$ cat config.mk
export PLATFORM = sky130hd
export DESIGN_NAME = bridge_primary_status
export DESIGN_NICKNAME = d
export VERILOG_FILES = /design/src/hw/bridge_primary_status.v /design/src/hw/sticky_clear_flag.v
export VERILOG_INCLUDE_DIRS = /design/src /design/src/hw
export SDC_FILE = /design/constraint.sdc
export NUM_CORES = 1
export LEC_CHECK = 0
export BUFFER_PORTS_ARGS = -buffer_cell sky130_fd_sc_hd__clkbuf_2
export CAP_MARGIN = 20
export CORE_MARGIN = 2
export CORE_UTILIZATION = 33
export DETAILED_ROUTE_END_ITERATION = 6
export PLACE_DENSITY = 0.86
export SKIP_CTS_REPAIR_TIMING = 1
export SLEW_MARGIN = 20
export SYNTH_ARGS = -nofsm -noshare
export SYNTH_HDL_FRONTEND = slang
export SYNTH_SLANG_ARGS = --single-unit
$ cat constraint.sdc
create_clock -name ref_clk -period 1.7 [get_ports ref_clk]
set_clock_uncertainty 0.15 [all_clocks]
set_input_delay 0.085 -clock ref_clk [delete_from_list [all_inputs] [get_ports ref_clk]]
set_output_delay 0.085 -clock ref_clk [all_outputs]
set_load 0.05 [all_outputs]
$ cat src/hw/bridge_status_defines.vh
`ifndef BRIDGE_STATUS_DEFINES_VH
`define BRIDGE_STATUS_DEFINES_VH

// Configuration byte address of the primary status word
`define STATUS_OFFSET 12'h006
`define STATUS_RESET 16'h0010

// Field positions
`define DETECTED_POISON_BIT 15
`define SYSTEM_ERROR_BIT 14
`define UNSUPPORTED_CPL_BIT 13
`define COMPLETER_ABORT_RX_BIT 12
`define COMPLETER_ABORT_TX_BIT 11
`define SELECT_TIMING_HI 10
`define SELECT_TIMING_LO 9
`define MASTER_POISON_BIT 8
`define BACK_TO_BACK_BIT 7
`define RESERVED_BIT6 6
`define FAST_66_BIT 5
`define CAP_LIST_BIT 4
`define INTX_STATUS_BIT 3

// Fixed read-only values
`define DETECTED_POISON_VALUE 1'b0
`define COMPLETER_ABORT_TX_VALUE 1'b0
`define SELECT_TIMING_VALUE 2'b00
`define BACK_TO_BACK_VALUE 1'b0
`define FAST_66_VALUE 1'b0
`define CAP_LIST_VALUE 1'b1

// Number of write-one-to-clear error flags
`define ERR_FLAG_COUNT 4

`endif

$ cat src/hw/bridge_primary_status.v
`include "bridge_status_defines.vh"
`default_nettype none

// Contract
// - 16-bit status word, resets to 0010h
// - Detected poison bit 15 always zero
// - Bit 14 set on enabled system error
// - Write one clears flag; zero keeps it
// - Bit 13 set on unsupported-request completion
// - Bit 12 set on completer-abort completion
// - Bit 11 reads zero
// - Bits 10:9, 7, 5 read zero
// - Bit 8 set on poisoned completion/write
// - Bit 8 sets only with parity response
// - Bit 4 reads one
// - Bit 3 follows internal legacy interrupt pending
// - Bit 3 ignores interrupt disable setting
// - Command bit 6 gates parity error action
// - Command bit 8 gates error messages
module bridge_primary_status (
    input wire ref_clk,
    input wire srst,
    input wire [11:0] cfg_addr,
    input wire [1:0] cfg_be,
    input wire cfg_wr_en,
    input wire [15:0] cfg_wdata,
    input wire cfg_rd_en,
    output reg [15:0] cfg_rdata_q,
    output reg cfg_rd_valid_q,
    input wire parity_response_enable,
    input wire error_messaging_enable,
    input wire intx_disable,
    input wire fatal_err_evt,
    input wire nonfatal_err_evt,
    input wire ur_cpl_evt,
    input wire ca_cpl_evt,
    input wire poisoned_cpl_evt,
    input wire poisoned_wr_evt,
    input wire intx_pending,
    output reg system_error_msg_q,
    output reg parity_error_action_q,
    output reg intx_assert_q
);

    // Flag index order inside the generate loop
    localparam [1:0] IDX_SSE = 2'd0;
    localparam [1:0] IDX_UR = 2'd1;
    localparam [1:0] IDX_CA = 2'd2;
    localparam [1:0] IDX_MDP = 2'd3;
    // Sized copy of the word address for the decode
    localparam [11:0] STATUS_WORD_ADDR = `STATUS_OFFSET;

    // Error flag bank
    wire [`ERR_FLAG_COUNT-1:0] flag_set;
    wire [`ERR_FLAG_COUNT-1:0] flag_clr;
    wire [`ERR_FLAG_COUNT-1:0] flag_q;
    wire [`ERR_FLAG_COUNT-1:0] flag_wbit;

    // Configuration access decode
    wire hit_wr;
    wire hit_rd;

    // Merged event sources
    wire err_evt;
    wire poison_evt;

    // Read image and registered outputs, with their next values
    reg [15:0] status_word;
    reg [15:0] cfg_rdata_d;
    reg cfg_rd_valid_d;
    reg intx_status_q;
    reg intx_status_d;
    reg intx_assert_d;
    reg system_error_msg_d;
    reg parity_error_action_d;
    integer fi;

    // Word decode shared by read and write paths; both byte addresses of the word hit
    function addr_hit;
        input [11:0] addr;
        begin
            addr_hit = (addr[11:1] == STATUS_WORD_ADDR[11:1]);
        end
    endfunction

    // Flag index to status bit position, shared by the clear path and the read image
    function [3:0] flag_pos;
        input integer idx;
        begin
            case (idx)
                IDX_SSE: flag_pos = 4'd`SYSTEM_ERROR_BIT;
                IDX_UR: flag_pos = 4'd`UNSUPPORTED_CPL_BIT;
                IDX_CA: flag_pos = 4'd`COMPLETER_ABORT_RX_BIT;
                IDX_MDP: flag_pos = 4'd`MASTER_POISON_BIT;
                default: flag_pos = 4'd`MASTER_POISON_BIT;
            endcase
        end
    endfunction

    // Byte enable that covers a given status bit
    function lane_en;
        input [1:0] be;
        input [3:0] pos;
        begin
            // Bits 15:8 ride on the upper enable, bits 7:0 on the lower
            lane_en = be[pos[3]];
        end
    endfunction

    // Access strobes qualified by the word decode
    assign hit_wr = cfg_wr_en & addr_hit(cfg_addr);
    assign hit_rd = cfg_rd_en & addr_hit(cfg_addr);

    // Either error severity counts; the message path does not tell them apart
    assign err_evt = fatal_err_evt | nonfatal_err_evt;
    assign poison_evt = poisoned_cpl_evt | poisoned_wr_evt;

    // System error and poison reach their sticky bits only when enabled; UR and CA completions always set theirs
    assign flag_set[IDX_SSE] = err_evt & error_messaging_enable;
    assign flag_set[IDX_UR] = ur_cpl_evt;
    assign flag_set[IDX_CA] = ca_cpl_evt;
    assign flag_set[IDX_MDP] = poison_evt & parity_response_enable;

    // One sticky cell per clearable flag; a set wins over a same-cycle clear
    genvar gi;
    generate
        for (gi = 0; gi < `ERR_FLAG_COUNT; gi = gi + 1) begin : g_flag
            assign flag_wbit[gi] = cfg_wdata[flag_pos(gi)];
            // Writes only clear when the lane holding the bit is enabled
            assign flag_clr[gi] = hit_wr & lane_en(cfg_be, flag_pos(gi)) & flag_wbit[gi];
            sticky_clear_flag u_flag (
                .ref_clk(ref_clk),
                .srst(srst),
                .set_evt(flag_set[gi]),
                .clr_req(flag_clr[gi]),
                .flag_q(flag_q[gi])
            );
        end
    endgenerate

    // Read image: fixed fields first, then the live flags dropped into place
    always @* begin
        status_word = 16'h0000;
        // Poisoned traffic is never reflected here since downstream parity is unchecked
        status_word[`DETECTED_POISON_BIT] = `DETECTED_POISON_VALUE;
        status_word[`COMPLETER_ABORT_TX_BIT] = `COMPLETER_ABORT_TX_VALUE;
        status_word[`SELECT_TIMING_HI:`SELECT_TIMING_LO] = `SELECT_TIMING_VALUE;
        status_word[`BACK_TO_BACK_BIT] = `BACK_TO_BACK_VALUE;
        status_word[`RESERVED_BIT6] = 1'b0;
        status_word[`FAST_66_BIT] = `FAST_66_VALUE;
        status_word[`CAP_LIST_BIT] = `CAP_LIST_VALUE;
        status_word[`INTX_STATUS_BIT] = intx_status_q;
        // Clearable flags land at their own positions
        for (fi = 0; fi < `ERR_FLAG_COUNT; fi = fi + 1) begin
            status_word[flag_pos(fi)] = flag_q[fi];
        end
    end

    // Unmapped reads answer zero so software never sees stale data
    always @* begin
        cfg_rdata_d = 16'h0000;
        if (hit_rd) begin
            cfg_rdata_d = status_word;
        end
    end

    // Every read strobe is answered, mapped or not, so the requester never waits
    always @* begin
        cfg_rd_valid_d = cfg_rd_en;
    end

    // Status tracks pending regardless of the disable; only the pin is gated
    always @* begin
        intx_status_d = intx_pending;
        intx_assert_d = intx_pending & ~intx_disable;
    end

    // Messages follow the command enables; the sticky bits are logged separately
    always @* begin
        system_error_msg_d = err_evt & error_messaging_enable;
        parity_error_action_d = poison_evt & parity_response_enable;
    end

    // Read port registers
    always @(posedge ref_clk) begin
        if (srst) begin
            cfg_rdata_q <= 16'h0000;
            cfg_rd_valid_q <= 1'b0;
        end else begin
            cfg_rdata_q <= cfg_rdata_d;
            cfg_rd_valid_q <= cfg_rd_valid_d;
        end
    end

    // Interrupt registers; reset clears the pending copy so the word reads its default
    always @(posedge ref_clk) begin
        if (srst) begin
            intx_status_q <= 1'b0;
            intx_assert_q <= 1'b0;
        end else begin
            intx_status_q <= intx_status_d;
            intx_assert_q <= intx_assert_d;
        end
    end

    // Error message registers
    always @(posedge ref_clk) begin
        if (srst) begin
            system_error_msg_q <= 1'b0;
            parity_error_action_q <= 1'b0;
        end else begin
            system_error_msg_q <= system_error_msg_d;
            parity_error_action_q <= parity_error_action_d;
        end
    end

endmodule

`default_nettype wire

$ cat src/hw/sticky_clear_flag.v
`default_nettype none

module sticky_clear_flag (
    input wire ref_clk,
    input wire srst,
    input wire set_evt,
    input wire clr_req,
    output reg flag_q
);

    reg flag_d;

    always @* begin
        flag_d = flag_q;
        if (clr_req) begin
            flag_d = 1'b0;
        end
        // A set in the clearing cycle still lands, so no event is lost
        if (set_evt) begin
            flag_d = 1'b1;
        end
    end

    always @(posedge ref_clk) begin
        if (srst) begin
            flag_q <= 1'b0;
        end else begin
            flag_q <= flag_d;
        end
    end

endmodule

`default_nettype wire

==> results.json <==
{
  "clkLatencyLatePin_ns": 0.27,
  "gp_congestion": 0.653,
  "vias_per_cell": 3.99,
  "start_util_pct": 34.9,
  "fin_nets": 157,
  "min_path_type": "in -> reg",
  "drtIter0Drc": 0,
  "ys_seq_area_share_pct": 50.4,
  "synth.avg_cell_area_um2": 10.4,
  "grt_max_degree": 9,
  "layout-drive-gt1-share_pct": 40.2,
  "worstSetupPathType": "in -> reg",
  "arrival_ns": 1.52,
  "cts.path.max_buffers": 2,
  "grt_pass1_wl_um": 1740,
  "outcome": "complete, but fails checks",
  "areaGrowthSynthToFinish_pct": 57.4,
  "critical_path_peak_fanout": 8,
  "antenna_cells": 0,
  "route.final.wire_length_um": 1210,
  "die_w_um": 46.5,
  "crit_required_ns": 1.77,
  "final_core_util_pct": 54.9,
  "dieArea_mm2": 0.00216,
  "num_vias": 547,
  "grt_antenna_before_repair": 0,
  "rows": 15,
  "p_leak_uw": 0.000497,
  "vdd_drop_max_uv": 335,
  "critPathTopFamily": "simple AND/OR/NAND/NOR gates",
  "place_hpwl_um": 918,
  "routedWlPerCell_um": 8.85,
  "h-tree-depth": 1,
  "track_usage_pct": 11.4,
  "setup.worst_path.end_class": "register",
  "numCtsBuffers": 3,
  "rsz0062_at_grt": "false",
  "final_cell_mix": "clkbuf_2, dfxtp_1, dlygate4sd3_1",
  "antenna_left": 0,
  "final_common_cell": "clkbuf_2",
  "setup_tns_ns": 0,
  "coreArea_mm2": 0.00171,
  "layout_min_cycle_time_ns": 1.44,
  "die_h_um": 46.5,
  "cts-root-buf": "clkbuf_4",
  "path_clk_slew_ns": 0.08,
  "critPathBufInv": 2,
  "synth_seq_cells": 15,
  "fmax_mhz": 693,
  "maxSlewViolCount": 0,
  "n_fill_cell": 162,
  "syn-cell-area_um2": 596,
  "firstDrtPassIters": 1,
  "crit_path_cell_trace": "dlygate4sd3_1, clkbuf_2, nand2b_1, nor4_4, and2_1",
  "place_worst_setup_slack_ns": 0.155,
  "grt_pass1_vias": 452,
  "postSynthCellCount": 57,
  "cts_tree": "done",
  "max_stage_delay_ns": 0.54,
  "ys_warn_count": 0,
  "violations": "negative hold slack",
  "synth_cell_types": 17,
  "layout_setup_ws_ns": 0.256,
  "io_buffers": 39,
  "hold_ws_ns": -0.0156,
  "fin_crit_sh_pct": 84.9,
  "clock_sinks": 15,
  "start_kind": "primary input",
  "ioPinCount": 64,
  "power_density_mw_per_mm2": 760,
  "hold_viol": 2,
  "remaining_drc_errors": 0,
  "grt_overflow": 0,
  "maxCapViolations": 0,
  "setup_viol": 0,
  "slowest_stage": "dlygate4sd3_1"
}
-- cell usage after synthesis --
master	n	share of area (%)
a21o_1	2	2.5
nor2_1	2	1.3
o21ai_0	2	1.7
nand4bb_1	1	1.9
o21bai_1	2	2.5
nand2b_1	1	1.1
a31oi_1	4	4.2
nor4_4	2	7.1
conb_1	1	0.63
or3_1	1	1.1
inv_1	5	3.2
dfxtp_1	15	50
nand2_1	1	0.63
or4_4	1	1.9
buf_4	10	13
and2_1	5	5.3
nor2b_1	2	2.1
-- state kept, by name, indices dropped and copies added (netlist names) --
name / cells
system_error_msg_q: 1
intx_status_q: 1
intx_assert_q: 1
cfg_rdata_q: 6
cfg_rd_valid_q: 1
g_flag.u_flag.flag_q: 4
parity_error_action_q: 1
-- per-stage QoR --
stage | cells | area (um^2) | hold WS [ns] | total power [uW]
after floorplan | 66 | 629 | 0.00661 | 483
after global placement | 120 | 781 | 0.0949 | 504
after detailed placement | 120 | 781 | 0.103 | 507
after CTS | 124 | 807 | -0.196 | 699
after global routing | 137 | 937 | -0.0149 | 755
final | 137 | 937 | -0.0156 | 712
-- per-layer routing --
metal  track usage [%]  wire length [um]  part of all wire (%)  up-vias
li1                  -                 -                     -      280
met1              12.7               434                    36      231
met5                 0                 0                     0        -
met3              3.92               132                    11        2
met2              19.2               635                    52       34
met4              5.14                10                  0.83        0
-- where the power goes --
part | leakage (uW) | switching, uW | internal [uW]
registers | 0.000123 | 4.09 | 364
clock network | 0.0000150 | 99.2 | 90.9
logic | 0.000359 | 95.3 | 58.3
-- final cells by class --
class / count / area (um^2) / share of cell area, %
multi-input combinational: 36 / 235 / 25.1
tap: 25 / 31.3 / 3.34
clock buffer: 4 / 26.3 / 2.80
timing repair buffer: 52 / 325 / 34.7
sequential: 15 / 300 / 32.0
inverter: 5 / 18.8 / 2.00
-- path summary, 6_finish.rpt --
check | start | endpoint | slack (ns) | depth (start not counted)
worst max-delay path | srst | cfg_rdata_q[8] | 0.26 | 5
worst min-delay path | cfg_addr[9] | cfg_rdata_q[4] | -0.02 | 3
worst max register to register | g_flag[3].u_flag.flag_q | g_flag[3].u_flag.flag_q | 0.84 | 3
worst min register to register | intx_status_q | cfg_rdata_q[3] | 0.30 | 1
-- worst min-delay path: stages --
cell and delay (ns):
clkbuf_2 0.07, or4_4 0.14, nor4_4 0.06
-- cell families after synthesis --
kind of cell | Yosys count | synth area share (%)
simple gates | 16 | 22.3
compound gates | 10 | 10.9
buf+inv | 15 | 15.8
flops | 15 | 50.4
other cells | 1 | 0.630
Power figures use the tool's default switching activity.
